[src/common/tpwm_pkg.sv]
// constants, types and field layout of the two-channel timer and pwm unit
// Behaviour
// - a counter write with sync selected presets every synchronized counter together.
// - a sync-clear channel clears whenever any other synchronized channel clears.
// - each channel has its own sync select bit.
// - channel 1 counter is upper half, channel 2 lower half of 32 bits.
// - prescale select of channel 1 set to cascade counts channel 2 overflows.
// - simultaneous pin A captures in cascade store upper and lower halves.
// - in normal mode each compare match drives its pin low, high or toggles.
// - pwm mode per channel, works with sync; clear source match sets period.
// - pwm mode 1 drives pin A only; match A and B apply their levels.
// - pwm mode 1 pin A starts at match A initial level.
// - pwm mode 1 with equal A and B values keeps pin unchanged.
// - pwm mode 1 gives at most two phases, channel 1 and 2 pin A.
// - pwm mode 2 uses period register plus duty registers driving configured levels.
// - pwm mode 2 period clear returns each pwm pin to its initial level.
// - pwm mode 2 duty equal to period leaves that pin unchanged.
// - pwm mode 2 two phases on pin A; period register and B drive nothing.
// - match and overflow sources, each with own flag and own enable.
// - source sets flag; request while flag and enable high, gone when flag cleared.
// - fixed priority: ch1 A, ch1 B, ch1 overflow, ch2 A, ch2 B, ch2 overflow.
// - four match requests and two overflow requests.
// - counter wrap from all ones sets overflow flag and keeps counting.
// - counter counts only while its start bit is 1.
`default_nettype none
package tpwm_pkg;
  localparam int ADDR_W = 5;
  localparam int DATA_W = 16;

  // global registers
  localparam logic [4:0] OFS_START   = 5'h00;
  localparam logic [4:0] OFS_SYNC    = 5'h01;
  // per-channel blocks of eight registers
  localparam logic [4:0] OFS_CH1     = 5'h02;
  localparam logic [4:0] OFS_CH2     = 5'h0A;
  localparam logic [4:0] OFS_CH_SPAN = 5'h08;
  localparam logic [2:0] REL_CTRL    = 3'h0;
  localparam logic [2:0] REL_MODE    = 3'h1;
  localparam logic [2:0] REL_IO      = 3'h2;
  localparam logic [2:0] REL_IE      = 3'h3;
  localparam logic [2:0] REL_STAT    = 3'h4;
  localparam logic [2:0] REL_CNT     = 3'h5;
  localparam logic [2:0] REL_MA      = 3'h6;
  localparam logic [2:0] REL_MB      = 3'h7;

  // timer_control_register fields
  localparam int CTRL_PSC_LSB = 0;
  localparam int CTRL_CLR_LSB = 3;
  localparam logic [2:0] PSC_DIV1    = 3'h0;
  localparam logic [2:0] PSC_DIV4    = 3'h1;
  localparam logic [2:0] PSC_DIV16   = 3'h2;
  localparam logic [2:0] PSC_DIV64   = 3'h3;
  localparam logic [2:0] PSC_CASCADE = 3'h7;
  localparam logic [1:0] CLR_NONE    = 2'h0;
  localparam logic [1:0] CLR_MA      = 2'h1;
  localparam logic [1:0] CLR_MB      = 2'h2;
  localparam logic [1:0] CLR_SYNC    = 2'h3;

  // io_control_register: pin_a_output_select low nibble, pin_b_output_select high
  localparam int IO_B_LSB    = 4;
  localparam int IO_INIT_BIT = 2;
  localparam int IO_CAP_BIT  = 3;
  localparam logic [1:0] ACT_NONE   = 2'h0;
  localparam logic [1:0] ACT_LOW    = 2'h1;
  localparam logic [1:0] ACT_HIGH   = 2'h2;
  localparam logic [1:0] ACT_TOGGLE = 2'h3;

  // status / enable bit positions in the register word
  localparam int BIT_A   = 0;
  localparam int BIT_B   = 1;
  localparam int BIT_OVF = 4;

  // reset values
  localparam logic [15:0] CNT_RST   = 16'h0000;
  localparam logic [15:0] MATCH_RST = 16'hFFFF;
  localparam logic [15:0] CNT_MAX   = 16'hFFFF;
  localparam logic [5:0]  PRE_RST   = 6'h00;

  typedef enum logic [1:0] {
    MODE_NORMAL = 2'b00,
    MODE_PWM1   = 2'b01,
    MODE_PWM2   = 2'b10
  } tpwm_mode_t;

  // flags and enables: index 0 match A, 1 match B, 2 overflow
  typedef struct packed {
    logic [2:0] psc;
    logic [1:0] clr;
    tpwm_mode_t mode;
    logic [3:0] io_a;
    logic [3:0] io_b;
    logic [2:0] ie;
  } tpwm_cfg_t;

  localparam tpwm_cfg_t CFG_RST = '{psc: PSC_DIV1, clr: CLR_NONE, mode: MODE_NORMAL,
                                    io_a: 4'h0, io_b: 4'h0, ie: 3'h0};

  typedef struct packed {
    logic       hit;
    logic       ch;
    logic [2:0] rel;
  } tpwm_dec_t;
endpackage
`default_nettype wire

[src/hdl/tpwm_top.sv]
// two-channel 16-bit timer with sync, cascade, pwm modes and interrupt flags
//
// Added by the designer: the address-and-strobe port and the register addresses.
`timescale 1ns/100ps
`default_nettype none
module tpwm_top (
  input  wire logic        SYS_CLK_IN,
  input  wire logic        SYS_RST_IN,
  input  wire logic [4:0]  REG_ADDR_IN,
  input  wire logic [15:0] REG_WDATA_IN,
  input  wire logic        REG_WR_IN,
  input  wire logic        REG_RD_IN,
  output logic [15:0]      REG_RDATA_OUT,
  input  wire logic [1:0]  CAPTURE_COMPARE_PIN_A_IN,
  output logic [1:0]       CAPTURE_COMPARE_PIN_A_OUT,
  output logic [1:0]       CAPTURE_COMPARE_PIN_A_OE_N_OUT,
  input  wire logic [1:0]  CAPTURE_COMPARE_PIN_B_IN,
  output logic [1:0]       CAPTURE_COMPARE_PIN_B_OUT,
  output logic [1:0]       CAPTURE_COMPARE_PIN_B_OE_N_OUT,
  output logic             CH1_A_MATCH_REQUEST_OUT,
  output logic             CH1_B_MATCH_REQUEST_OUT,
  output logic             CH1_OVERFLOW_REQUEST_OUT,
  output logic             CH2_A_MATCH_REQUEST_OUT,
  output logic             CH2_B_MATCH_REQUEST_OUT,
  output logic             CH2_OVERFLOW_REQUEST_OUT,
  output logic [2:0]       IRQ_SOURCE_OUT
);

  function automatic tpwm_pkg::tpwm_dec_t decode(input logic [4:0] a);
    tpwm_pkg::tpwm_dec_t d;
    logic [4:0]          off;
    d   = '{hit: 1'b0, ch: 1'b0, rel: 3'h0};
    off = 5'h00;
    if (a >= tpwm_pkg::OFS_CH1 && a < tpwm_pkg::OFS_CH2)
    begin
      off = a - tpwm_pkg::OFS_CH1;
      d   = '{hit: 1'b1, ch: 1'b0, rel: off[2:0]};
    end
    else if (a >= tpwm_pkg::OFS_CH2 && a < tpwm_pkg::OFS_CH2 + tpwm_pkg::OFS_CH_SPAN)
    begin
      off = a - tpwm_pkg::OFS_CH2;
      d   = '{hit: 1'b1, ch: 1'b1, rel: off[2:0]};
    end
    return d;
  endfunction

  function automatic logic apply_act(input logic [1:0] act, input logic cur);
    logic r;
    case (act)
      tpwm_pkg::ACT_LOW:    r = 1'b0;
      tpwm_pkg::ACT_HIGH:   r = 1'b1;
      tpwm_pkg::ACT_TOGGLE: r = ~cur;
      default:              r = cur;
    endcase
    return r;
  endfunction

  function automatic logic [15:0] flags_to_word(input logic [2:0] f);
    logic [15:0] w;
    w                   = 16'h0000;
    w[tpwm_pkg::BIT_A]   = f[0];
    w[tpwm_pkg::BIT_B]   = f[1];
    w[tpwm_pkg::BIT_OVF] = f[2];
    return w;
  endfunction

  function automatic logic [2:0] word_to_flags(input logic [15:0] w);
    return {w[tpwm_pkg::BIT_OVF], w[tpwm_pkg::BIT_B], w[tpwm_pkg::BIT_A]};
  endfunction

  logic [1:0]          start_ff;
  logic [1:0]          sync_ff;
  tpwm_pkg::tpwm_cfg_t cfg_ff     [2];
  logic [15:0]         cnt_ff     [2];
  logic [15:0]         ma_ff      [2];
  logic [15:0]         mb_ff      [2];
  logic [2:0]          flag_ff    [2];
  logic [2:0]          seen_ff    [2];
  logic [1:0]          pin_a_ff;
  logic [1:0]          pin_b_ff;
  logic [1:0]          oe_a_n_ff;
  logic [1:0]          oe_b_n_ff;
  logic [1:0]          prev_a_ff;
  logic [1:0]          prev_b_ff;
  logic [5:0]          pre_ff;
  logic [15:0]         rdata_ff;
  logic [5:0]          req_ff;
  logic [2:0]          src_ff;

  tpwm_pkg::tpwm_dec_t wdec;
  tpwm_pkg::tpwm_dec_t rdec;
  logic [1:0]          tick;
  logic [1:0]          en;
  logic [1:0]          cmp_a;
  logic [1:0]          cmp_b;
  logic [1:0]          cap_a;
  logic [1:0]          cap_b;
  logic [1:0]          own_clr;
  logic [1:0]          clr;
  logic [1:0]          wr_cnt;
  logic [1:0]          ovf;
  logic                any_sync_clr;
  logic                sync_preset;
  logic                ch2_wrap;
  logic [15:0]         nxt_cnt    [2];
  logic [2:0]          nxt_flag   [2];
  logic [1:0]          nxt_pin_a;
  logic [1:0]          nxt_oe_a_n;
  logic [1:0]          nxt_oe_b_n;
  logic [5:0]          nxt_req;

  assign wdec = decode(REG_ADDR_IN);
  assign rdec = decode(REG_ADDR_IN);

  // channel 2 wrap ignores clearing so that cascade never forms a loop via sync clear
  assign ch2_wrap    = start_ff[1] & tick[1] & (cnt_ff[1] == tpwm_pkg::CNT_MAX);
  assign sync_preset = REG_WR_IN & wdec.hit & (wdec.rel == tpwm_pkg::REL_CNT) & sync_ff[wdec.ch];

  always_comb
  begin
    for (int c = 0; c < 2; c++)
    begin
      case (cfg_ff[c].psc)
        tpwm_pkg::PSC_DIV1:    tick[c] = 1'b1;
        tpwm_pkg::PSC_DIV4:    tick[c] = (pre_ff[1:0] == 2'h3);
        tpwm_pkg::PSC_DIV16:   tick[c] = (pre_ff[3:0] == 4'hF);
        tpwm_pkg::PSC_DIV64:   tick[c] = (pre_ff == 6'h3F);
        tpwm_pkg::PSC_CASCADE: tick[c] = (c == 0) ? ch2_wrap : 1'b0;
        default:               tick[c] = 1'b0;
      endcase
      en[c] = start_ff[c] & tick[c];
    end
  end

  always_comb
  begin
    for (int c = 0; c < 2; c++)
    begin
      logic pwm;
      logic wr_ma;
      logic wr_mb;
      pwm   = (cfg_ff[c].mode != tpwm_pkg::MODE_NORMAL);
      wr_ma = REG_WR_IN & wdec.hit & (wdec.ch == 1'(c)) & (wdec.rel == tpwm_pkg::REL_MA);
      wr_mb = REG_WR_IN & wdec.hit & (wdec.ch == 1'(c)) & (wdec.rel == tpwm_pkg::REL_MB);
      // a match register write suppresses that register's compare in the same cycle
      cmp_a[c] = en[c] & (cnt_ff[c] == ma_ff[c]) & ~wr_ma
               & (pwm | ~cfg_ff[c].io_a[tpwm_pkg::IO_CAP_BIT]);
      cmp_b[c] = en[c] & (cnt_ff[c] == mb_ff[c]) & ~wr_mb
               & (pwm | ~cfg_ff[c].io_b[tpwm_pkg::IO_CAP_BIT]);
      cap_a[c] = ~pwm & cfg_ff[c].io_a[tpwm_pkg::IO_CAP_BIT]
               & (cfg_ff[c].io_a[tpwm_pkg::IO_INIT_BIT]
                  ? (prev_a_ff[c] & ~CAPTURE_COMPARE_PIN_A_IN[c])
                  : (~prev_a_ff[c] & CAPTURE_COMPARE_PIN_A_IN[c]));
      cap_b[c] = ~pwm & cfg_ff[c].io_b[tpwm_pkg::IO_CAP_BIT]
               & (cfg_ff[c].io_b[tpwm_pkg::IO_INIT_BIT]
                  ? (prev_b_ff[c] & ~CAPTURE_COMPARE_PIN_B_IN[c])
                  : (~prev_b_ff[c] & CAPTURE_COMPARE_PIN_B_IN[c]));
      own_clr[c] = ((cfg_ff[c].clr == tpwm_pkg::CLR_MA) & (cmp_a[c] | cap_a[c]))
                 | ((cfg_ff[c].clr == tpwm_pkg::CLR_MB) & (cmp_b[c] | cap_b[c]));
    end
  end

  assign any_sync_clr = |(own_clr & sync_ff);

  always_comb
  begin
    for (int c = 0; c < 2; c++)
    begin
      clr[c] = own_clr[c]
             | (sync_ff[c] & (cfg_ff[c].clr == tpwm_pkg::CLR_SYNC) & any_sync_clr);
      wr_cnt[c] = (REG_WR_IN & wdec.hit & (wdec.ch == 1'(c))
                   & (wdec.rel == tpwm_pkg::REL_CNT))
                | (sync_preset & sync_ff[c]);
      // clear beats write, write beats increment; overflow lost to either
      ovf[c] = en[c] & (cnt_ff[c] == tpwm_pkg::CNT_MAX) & ~clr[c] & ~wr_cnt[c];
      if (clr[c])
        nxt_cnt[c] = tpwm_pkg::CNT_RST;
      else if (wr_cnt[c])
        nxt_cnt[c] = REG_WDATA_IN;
      else if (en[c])
        nxt_cnt[c] = cnt_ff[c] + 16'h0001;
      else
        nxt_cnt[c] = cnt_ff[c];
    end
  end

  // flags: hardware set wins over a software clear in the same cycle
  always_comb
  begin
    for (int c = 0; c < 2; c++)
    begin
      logic [2:0] set;
      logic [2:0] wipe;
      set  = {ovf[c], cmp_b[c] | cap_b[c], cmp_a[c] | cap_a[c]};
      wipe = 3'h0;
      if (REG_WR_IN & wdec.hit & (wdec.ch == 1'(c)) & (wdec.rel == tpwm_pkg::REL_STAT))
        wipe = seen_ff[c] & ~word_to_flags(REG_WDATA_IN);
      nxt_flag[c] = set | (flag_ff[c] & ~wipe);
    end
  end

  always_comb
  begin
    for (int c = 0; c < 2; c++)
    begin
      logic [15:0] period;
      logic        init_a;
      logic        same;
      init_a = cfg_ff[c].io_a[tpwm_pkg::IO_INIT_BIT];
      same   = 1'b0;
      period = ma_ff[c];
      if (cfg_ff[c].clr == tpwm_pkg::CLR_MB)
        period = mb_ff[c];
      else if (cfg_ff[c].clr == tpwm_pkg::CLR_SYNC)
        period = (cfg_ff[1 - c].clr == tpwm_pkg::CLR_MB) ? mb_ff[1 - c] : ma_ff[1 - c];
      nxt_pin_a[c]  = pin_a_ff[c];
      nxt_oe_a_n[c] = cfg_ff[c].io_a[tpwm_pkg::IO_CAP_BIT];
      nxt_oe_b_n[c] = 1'b1;
      case (cfg_ff[c].mode)
        tpwm_pkg::MODE_PWM1:
        begin
          same = (ma_ff[c] == mb_ff[c]);
          nxt_oe_a_n[c] = 1'b0;
          if (!start_ff[c])
            nxt_pin_a[c] = init_a;
          else if (same)
            nxt_pin_a[c] = pin_a_ff[c];
          else if (cmp_a[c])
            nxt_pin_a[c] = apply_act(cfg_ff[c].io_a[1:0], pin_a_ff[c]);
          else if (cmp_b[c])
            nxt_pin_a[c] = apply_act(cfg_ff[c].io_b[1:0], pin_a_ff[c]);
        end
        tpwm_pkg::MODE_PWM2:
        begin
          same = (ma_ff[c] == period);
          // the period register owns no pin
          nxt_oe_a_n[c] = (cfg_ff[c].clr == tpwm_pkg::CLR_MA);
          if (!start_ff[c])
            nxt_pin_a[c] = init_a;
          else if (same)
            nxt_pin_a[c] = pin_a_ff[c];
          else if (clr[c])
            nxt_pin_a[c] = init_a;
          else if (cmp_a[c])
            nxt_pin_a[c] = apply_act(cfg_ff[c].io_a[1:0], pin_a_ff[c]);
        end
        default:
        begin
          nxt_oe_b_n[c] = cfg_ff[c].io_b[tpwm_pkg::IO_CAP_BIT];
          if (!start_ff[c])
            nxt_pin_a[c] = init_a;
          else if (cmp_a[c])
            nxt_pin_a[c] = apply_act(cfg_ff[c].io_a[1:0], pin_a_ff[c]);
        end
      endcase
    end
  end

  always_comb
  begin
    for (int c = 0; c < 2; c++)
    begin
      nxt_req[3 * c]     = nxt_flag[c][0] & cfg_ff[c].ie[0];
      nxt_req[3 * c + 1] = nxt_flag[c][1] & cfg_ff[c].ie[1];
      nxt_req[3 * c + 2] = nxt_flag[c][2] & cfg_ff[c].ie[2];
    end
  end

  always_ff @(posedge SYS_CLK_IN)
  begin
    if (SYS_RST_IN)
      pre_ff <= tpwm_pkg::PRE_RST;
    else
      pre_ff <= pre_ff + 6'h01;
  end

  always_ff @(posedge SYS_CLK_IN)
  begin
    if (SYS_RST_IN)
    begin
      start_ff <= 2'h0;
      sync_ff  <= 2'h0;
      for (int c = 0; c < 2; c++)
        cfg_ff[c] <= tpwm_pkg::CFG_RST;
    end
    else if (REG_WR_IN)
    begin
      if (REG_ADDR_IN == tpwm_pkg::OFS_START)
        start_ff <= REG_WDATA_IN[1:0];
      if (REG_ADDR_IN == tpwm_pkg::OFS_SYNC)
        sync_ff <= REG_WDATA_IN[1:0];
      if (wdec.hit)
      begin
        case (wdec.rel)
          tpwm_pkg::REL_CTRL:
          begin
            cfg_ff[wdec.ch].psc <= REG_WDATA_IN[tpwm_pkg::CTRL_PSC_LSB +: 3];
            cfg_ff[wdec.ch].clr <= REG_WDATA_IN[tpwm_pkg::CTRL_CLR_LSB +: 2];
          end
          tpwm_pkg::REL_MODE:
            cfg_ff[wdec.ch].mode <= tpwm_pkg::tpwm_mode_t'(REG_WDATA_IN[1:0]);
          tpwm_pkg::REL_IO:
          begin
            cfg_ff[wdec.ch].io_a <= REG_WDATA_IN[3:0];
            cfg_ff[wdec.ch].io_b <= REG_WDATA_IN[tpwm_pkg::IO_B_LSB +: 4];
          end
          tpwm_pkg::REL_IE:
            cfg_ff[wdec.ch].ie <= word_to_flags(REG_WDATA_IN);
          default:
            cfg_ff[wdec.ch] <= cfg_ff[wdec.ch];
        endcase
      end
    end
  end

  // counters and match registers; capture beats a same-cycle register write
  always_ff @(posedge SYS_CLK_IN)
  begin
    if (SYS_RST_IN)
    begin
      for (int c = 0; c < 2; c++)
      begin
        cnt_ff[c] <= tpwm_pkg::CNT_RST;
        ma_ff[c]  <= tpwm_pkg::MATCH_RST;
        mb_ff[c]  <= tpwm_pkg::MATCH_RST;
      end
    end
    else
    begin
      for (int c = 0; c < 2; c++)
      begin
        cnt_ff[c] <= nxt_cnt[c];
        if (cap_a[c])
          ma_ff[c] <= cnt_ff[c];
        else if (REG_WR_IN & wdec.hit & (wdec.ch == 1'(c)) & (wdec.rel == tpwm_pkg::REL_MA))
          ma_ff[c] <= REG_WDATA_IN;
        if (cap_b[c])
          mb_ff[c] <= cnt_ff[c];
        else if (REG_WR_IN & wdec.hit & (wdec.ch == 1'(c)) & (wdec.rel == tpwm_pkg::REL_MB))
          mb_ff[c] <= REG_WDATA_IN;
      end
    end
  end

  always_ff @(posedge SYS_CLK_IN)
  begin
    if (SYS_RST_IN)
    begin
      for (int c = 0; c < 2; c++)
      begin
        flag_ff[c] <= 3'h0;
        seen_ff[c] <= 3'h0;
      end
    end
    else
    begin
      for (int c = 0; c < 2; c++)
      begin
        flag_ff[c] <= nxt_flag[c];
        // a flag must be seen high by a read before a zero write may clear it
        if (REG_RD_IN & rdec.hit & (rdec.ch == 1'(c)) & (rdec.rel == tpwm_pkg::REL_STAT))
          seen_ff[c] <= seen_ff[c] | flag_ff[c];
        else
          seen_ff[c] <= seen_ff[c] & nxt_flag[c];
      end
    end
  end

  always_ff @(posedge SYS_CLK_IN)
  begin
    if (SYS_RST_IN)
    begin
      pin_a_ff  <= 2'h0;
      pin_b_ff  <= 2'h0;
      oe_a_n_ff <= 2'h3;
      oe_b_n_ff <= 2'h3;
      prev_a_ff <= 2'h0;
      prev_b_ff <= 2'h0;
    end
    else
    begin
      pin_a_ff  <= nxt_pin_a;
      oe_a_n_ff <= nxt_oe_a_n;
      oe_b_n_ff <= nxt_oe_b_n;
      prev_a_ff <= CAPTURE_COMPARE_PIN_A_IN;
      prev_b_ff <= CAPTURE_COMPARE_PIN_B_IN;
      for (int c = 0; c < 2; c++)
      begin
        // pin B only drives in normal compare mode
        if (!start_ff[c])
          pin_b_ff[c] <= cfg_ff[c].io_b[tpwm_pkg::IO_INIT_BIT];
        else if (cfg_ff[c].mode == tpwm_pkg::MODE_NORMAL && cmp_b[c])
          pin_b_ff[c] <= apply_act(cfg_ff[c].io_b[1:0], pin_b_ff[c]);
      end
    end
  end

  always_ff @(posedge SYS_CLK_IN)
  begin
    if (SYS_RST_IN)
    begin
      req_ff <= 6'h00;
      src_ff <= 3'h0;
    end
    else
    begin
      req_ff <= nxt_req;
      src_ff <= 3'h0;
      for (int i = 5; i >= 0; i--)
        if (nxt_req[i])
          src_ff <= 3'(i + 1);
    end
  end

  always_ff @(posedge SYS_CLK_IN)
  begin
    if (SYS_RST_IN)
      rdata_ff <= 16'h0000;
    else if (!REG_RD_IN)
      rdata_ff <= 16'h0000;
    else if (REG_ADDR_IN == tpwm_pkg::OFS_START)
      rdata_ff <= {14'h0000, start_ff};
    else if (REG_ADDR_IN == tpwm_pkg::OFS_SYNC)
      rdata_ff <= {14'h0000, sync_ff};
    else if (rdec.hit)
    begin
      case (rdec.rel)
        tpwm_pkg::REL_CTRL: rdata_ff <= {11'h000, cfg_ff[rdec.ch].clr, cfg_ff[rdec.ch].psc};
        tpwm_pkg::REL_MODE: rdata_ff <= {14'h0000, cfg_ff[rdec.ch].mode};
        tpwm_pkg::REL_IO:   rdata_ff <= {8'h00, cfg_ff[rdec.ch].io_b, cfg_ff[rdec.ch].io_a};
        tpwm_pkg::REL_IE:   rdata_ff <= flags_to_word(cfg_ff[rdec.ch].ie);
        tpwm_pkg::REL_STAT: rdata_ff <= flags_to_word(flag_ff[rdec.ch]);
        tpwm_pkg::REL_CNT:  rdata_ff <= cnt_ff[rdec.ch];
        tpwm_pkg::REL_MA:   rdata_ff <= ma_ff[rdec.ch];
        default:            rdata_ff <= mb_ff[rdec.ch];
      endcase
    end
    else
      rdata_ff <= 16'h0000;
  end

  assign REG_RDATA_OUT                  = rdata_ff;
  assign CAPTURE_COMPARE_PIN_A_OUT      = pin_a_ff;
  assign CAPTURE_COMPARE_PIN_A_OE_N_OUT = oe_a_n_ff;
  assign CAPTURE_COMPARE_PIN_B_OUT      = pin_b_ff;
  assign CAPTURE_COMPARE_PIN_B_OE_N_OUT = oe_b_n_ff;
  assign CH1_A_MATCH_REQUEST_OUT        = req_ff[0];
  assign CH1_B_MATCH_REQUEST_OUT        = req_ff[1];
  assign CH1_OVERFLOW_REQUEST_OUT       = req_ff[2];
  assign CH2_A_MATCH_REQUEST_OUT        = req_ff[3];
  assign CH2_B_MATCH_REQUEST_OUT        = req_ff[4];
  assign CH2_OVERFLOW_REQUEST_OUT       = req_ff[5];
  assign IRQ_SOURCE_OUT                 = src_ff;

endmodule
`default_nettype wire

[config.mk]
export PLATFORM = sky130hd
export DESIGN_NAME = tpwm_top
export DESIGN_NICKNAME = d
export VERILOG_FILES = /design/src/common/tpwm_pkg.sv /design/src/hdl/tpwm_top.sv
export SDC_FILE = /design/constraint.sdc
export NUM_CORES = 1
export LEC_CHECK = 0
export ABC_AREA = 1
export BUFFER_PORTS_ARGS = -buffer_cell sky130_fd_sc_hd__buf_2
export CAP_MARGIN = 20
export CORE_MARGIN = 5
export CORE_UTILIZATION = 35
export DETAILED_ROUTE_END_ITERATION = 7
export MAX_ROUTING_LAYER = met4
export PLACE_DENSITY = 0.53
export SLEW_MARGIN = 30
export SYNTH_ARGS = -nofsm -noshare
export SYNTH_HDL_FRONTEND = slang
export SYNTH_SLANG_ARGS = --single-unit
[constraint.sdc]
create_clock -name SYS_CLK_IN -period 3.7 [get_ports SYS_CLK_IN]
set_clock_uncertainty 0.05 [all_clocks]
set_input_delay 0.74 -clock SYS_CLK_IN [delete_from_list [all_inputs] [get_ports SYS_CLK_IN]]
set_output_delay 0.74 -clock SYS_CLK_IN [all_outputs]
set_load 0.05 [all_outputs]
## Yosys cells after proc, flatten, opt, wreduce, memory -nomap -nowiden

Memories as Yosys holds them, arrays and structs flattened.
Index checks and enable logic that the tools add are counted.

| word-level totals | value |
|---|---|
| flip-flop bits (word level) | 47 |
| RAM bits | 144 |
| input bits | 29 |
| logic and storage cells | 427 |
| memories kept | 6 |

| operators by class | value |
|---|---|
| add/sub/neg operators | 5 |
| $lt $le $gt $ge | 5 |
| eq/ne operators | 62 |
| muxes and demuxes | 157 |
| bitwise operators | 147 |
| reductions and logical operators | 27 |

Memories:

| memory | words | bits a word | rd ports | clocked after memory_dff | wr ports | line | RTL |
|---|---|---|---|---|---|---|---|
| cfg_ff | 2 | 18 | 3 | 0 | 2 | tpwm_top.sv:73 | `tpwm_pkg::tpwm_cfg_t cfg_ff [2];` |
| cnt_ff | 2 | 16 | 3 | 0 | 2 | tpwm_top.sv:74 | `logic [15:0] cnt_ff [2];` |
| ma_ff | 2 | 16 | 3 | 0 | 2 | tpwm_top.sv:75 | `logic [15:0] ma_ff [2];` |
| mb_ff | 2 | 16 | 3 | 0 | 2 | tpwm_top.sv:76 | `logic [15:0] mb_ff [2];` |
| flag_ff | 2 | 3 | 3 | 0 | 2 | tpwm_top.sv:77 | `logic [2:0] flag_ff [2];` |
| seen_ff | 2 | 3 | 2 | 0 | 2 | tpwm_top.sv:78 | `logic [2:0] seen_ff [2];` |

Operators by type and width:

| operator | count |
|---|---|
| $mux 16 | 22 |
| $eq 16x16->1 | 8 |
| $pmux 16 s7 | 1 |
| $mux 1 | 98 |
| $and 1x1->1 | 70 |
| $mux 3 | 12 |
| $or 1x1->1 | 34 |
| $add 16x1->16 const B | 2 |
| $eq 16x16->1 const B | 2 |
| $eq 2x2->1 const B | 15 |
| $not 1->1 | 29 |
| $and 3x3->3 | 6 |
| $eq 3x2->1 const B | 6 |
| $mux 18 | 1 |
| $pmux 1 s3 | 6 |
| $reduce_or 18->1 | 1 |
| $eq 2x1->1 const B | 8 |
| $eq 3x3->1 const B | 5 |
| $mux 5 | 3 |
| $mux 2 | 6 |
| $ne 3x3->1 const B | 4 |
| $ne 6x6->1 const B | 2 |
| $or 3x3->3 | 4 |
| $eq 3x1->1 const B | 3 |
| 31 further kinds | 55 |

## Longest topological paths before layout

| depth | value |
|---|---|
| depth in word-level cells | 28 |
| gate-level depth with buffers | 22 |
| depth with buffers taken out | 22 |

## Least setup slack after synthesis

Ideal clock, no wire load.

| timing | value |
|---|---|
| path type | input port to flip-flop |
| start point | input port REG_ADDR_IN[1] |
| end point | memory mb_ff[1][0], enable pin |
| setup time | 372 ps |
| data arrival time | 2681 ps |
| data required time | 3278 ps |
| path slack | 598 ps |
| cell stages on the path | 12 |
| cell sequence | inv_1 ha_1 inv_2 a21oi_2 nand2_4 nand2_2 nand4_1 buf_2 inv_1 nand4_1 clkbuf_1 nand2_1 |

RTL lines:

| what | line | RTL |
|---|---|---|
| from (decl) | tpwm_top.sv:9 | `input wire logic [4:0] REG_ADDR_IN,` |
| to (decl) | tpwm_top.sv:76 |  |

==> summary.md <==
| Metric | Value |
|---|---|
| Clk buf depth | `2` |
| Fin. Hold Viols | `0` |
| R2r setup slk | `0.40 ns` |
| Total track usage | `27.25%` |
| Mapped Cells | `1836` |
| I/O Pins | `62` |
| Row count | `70` |
| Number of synthesized flops with an enable pin | `106` |
| Via count of the first global-routing pass | `12570` |
| Period utilization | `89.15%` |
| Drt wl/cell | `23.49 µm` |
| WS Path Type | `register to register` |
| Sequential area share after synthesis | `37.65%` |
| Wirelength, routed | `55600 µm` |
| Post-Layout Cell Count | `2367` |
| Horiz. Die Dim | `202.5 µm` |
| Core ar. | `0.03661 mm²` |
| Area leader, netlist | `edfxtp_1` |
| H-tree levels | `4` |
| Grt ovf | `0` |
| Fillers | `3925` |
| Seq. cell area | `0.004885 mm²` |
| CP most frequent cell | `nand2_1` |
| Yosys top cell area share | `24.53%` |
| Worst reg-to-reg path cell count | `18` |
| Peak VDD IR | `360.3 µV` |
| Worst-path fanout max | `7` |
| Crit end category | `register` |
| Avg Cell Area, Syn | `7.066 µm²` |
| Post-CTS Setup Repair Bufs | `0` |
| Nets | `1932` |
| Slowest-stage cell, CP | `dfxtp_1` |
| CP max stage delay | `0.49 ns` |
| Detailed-router iteration count before antenna repair | `5` |
| Count leader, synth | `nand2_1` |
| Largest net degree at the start of global routing | `37` |
| RSZ-0062 raised after global routing | `false` |
| CTS tree | `built` |
| Die ar. | `0.04102 mm²` |
| Pwr Total | `5.076 mW` |
| Fin. max-slew vios | `0` |
| Setup TNS | `0 ns` |
| Global-route wire length before repair | `81700 µm` |
| Synth cell types | `63` |
| Leak pwr | `5.891 nW` |
| Main flop type after synthesis | `edfxtp_1` |
| HPWL Detailed | `43410 µm` |
| Rel. slew slack | `44.05%` |
| DRT iter0 DRCs | `2033` |
| Worst R2R End | `IRQ_SOURCE_OUT[0]` |
| TritonCTS buffer count | `17` |
| Port buffer count | `61` |
| Clk slew on worst S/H paths | `0.08 ns` |
| Diodes inserted | `0` |
| Antenna-violating nets left | `0` |
| Hold path start | `pre_ff[5]` |
| Startpoint Class | `register` |
| Yosys reg bits | `191` |
| Post-route minimum period | `3.298 ns` |
| Slew @ Worst Pin | `0.8305 ns` |
| Final setup violation count | `0` |
| Worst r2r src | `cnt_ff[1][1]` |
| Cell Area, Synth | `0.01297 mm²` |
| Syn-to-layout area delta | `11.86%` |
| CTS sink count | `191` |
| Min Hold Slack | `0.4042 ns` |
| Inst Count DP | `2335` |
| Detail-routed via count per cell | `5.722` |
| Area of the multi-input gates | `0.006979 mm²` |
| Top cells by area, synth | `edfxtp_1, dfxtp_1, nand2_1` |
| CTS Hold Buffers Added | `0` |
| Die height | `202.5 µm` |
| Initial antenna violation count | `0` |
| Max Freq | `0.3032 GHz` |
| Worst path required time | `4.06 ns` |
| Placement Setup Slack | `0.2093 ns` |
| Syn. warnings | `0` |
| Final GP Congestion | `1.031` |
| Initial Utilization | `35.44%` |
| Insertion delay to the later sink of the worst-skew pair | `0.48 ns` |
| Synth async-reset ratio | `0%` |
| Status | `finished, final reports clean` |
| Cts repair resizes | `0` |
| Layout cell share with drive strength beyond 1 | `12.01%` |
| Final Worst Setup Slack | `0.4016 ns` |
| DR DRC count | `0` |
| Maxcap violations | `0` |
| Total power per unit cell area | `349.8 mW/mm²` |
| Root Driver | `clkbuf_16` |
| CP startpoint | `cnt_ff[1][1]` |
| Arrival @ worst endpoint | `3.65 ns` |
| Crit-path cells | `ha_1 -> nand2_1 -> nor2_1 -> nand2_1 -> nor2_1 -> buf_4 -> nand4_1 -> nand4_1 -> nand2_1 -> inv_2 -> nand2_1 -> nor3_2 -> nand2_4 -> nand2_2 -> nand2_1 -> nand2_1 -> nand2_1 -> a21oi_1` |
| Crit path to | `IRQ_SOURCE_OUT[0]` |
| Top post-synthesis cells by count | `nand2_1, nor2_1, inv_1` |
| Worst min-delay path category | `register to register` |
| Vias post-DR | `13543` |
-- power by group --
group	leakage [nW]	internal, mW	total, mW	switching [mW]
Clock	0.289	0.920	1.91	0.991
Combinational	4.00	0.203	0.761	0.558
Sequential	1.61	2.32	2.40	0.0861
-- area by class of cell --
cell class	instances	share of cell area [%]
Sequential cell	191	33.66
Tap cell	468	4.035
Timing Repair Buffer	112	4.914
Inverter	204	5.285
Multi-Input combinational cell	1360	48.09
Clock inverter	14	0.9915
Clock buffer	18	3.026
-- worst max-delay path, delay by kind of cell, from the launching register on --
family / cells / cell delay (ns)
DFF: 1 / 0.49
adders and majority gates: 1 / 0.22
and+or+nand+nor: 14 / 2.00
AOI/OAI and AO/OA: 1 / 0.11
buffers and inverters: 2 / 0.34
-- how the worst min path moves through the flow --
stage                     end  slack, ns  depth (start not counted)
floorplan           pre_ff[0]       0.37                          1
global placement    pre_ff[0]       0.38                          1
detailed placement  pre_ff[5]       0.39                          1
CTS                 pre_ff[5]       0.40                          1
global route        pre_ff[5]       0.42                          1
finish              pre_ff[5]       0.40                          1
-- cell usage in the layout (no fill, tap or decap), types with 17 or more instances in the layout --
cell	n
inv_2	18
dfxtp_1	85
a31oi_1	48
nand2_1	436
buf_4	49
nand4_1	21
nor3_1	33
o21ai_0	164
xor2_1	45
clkbuf_16	17
a21oi_1	92
o22ai_1	27
nor2_1	231
buf_2	61
ha_1	17
o211ai_1	40
edfxtp_1	106
nand3_1	59
inv_1	184
-- state kept, by name, indices dropped and copies added (netlist names), 3 cells and up --
name and flops:
IRQ_SOURCE_OUT 3, REG_RDATA_OUT 16, cfg_ff 36, cnt_ff 32, flag_ff 6, ma_ff 32
mb_ff 32, pre_ff 6, req_ff 6, seen_ff 6
-- through the flow --
stage | area (µm²) | utilization (%)
2_1_floorplan | 12990 | -
3_3_place_gp | 13930 | 38.05
3_5_place_dp | 13930 | 38.05
4_1_cts | 14510 | 39.64
5_1_grt | 14510 | 39.64
6_report | 14510 | 39.64
-- per-layer routing --
metal | track usage (%) | vias up | wire [µm]
li1 | - | 6278 | -
met1 | 39.17 | 6448 | 25150
met2 | 39.62 | 718 | 23710
met3 | 3.929 | 99 | 5141
met4 | 8.778 | 0 | 1601
met5 | - | - | 0
-- kinds of logic (layout without fill, tap and decap cells) --
| group | count (synthesis) | count (layout) | share of synthesized area (%) |
|---|---|---|---|
| AOI/OAI and AO/OA | 434 | 434 | 20.03 |
| xor gates and xnor gates | 57 | 57 | 3.848 |
| muxes | 2 | 2 | 0.1543 |
| and+or+nand+nor | 844 | 844 | 27.73 |
| DFF | 191 | 191 | 37.65 |
| other | 1 | 6 | 0.02890 |
| buffers and inverters | 290 | 348 | 8.921 |
| adders and majority gates | 17 | 17 | 1.639 |
Note: power is estimated with default switching activity, not from simulation.
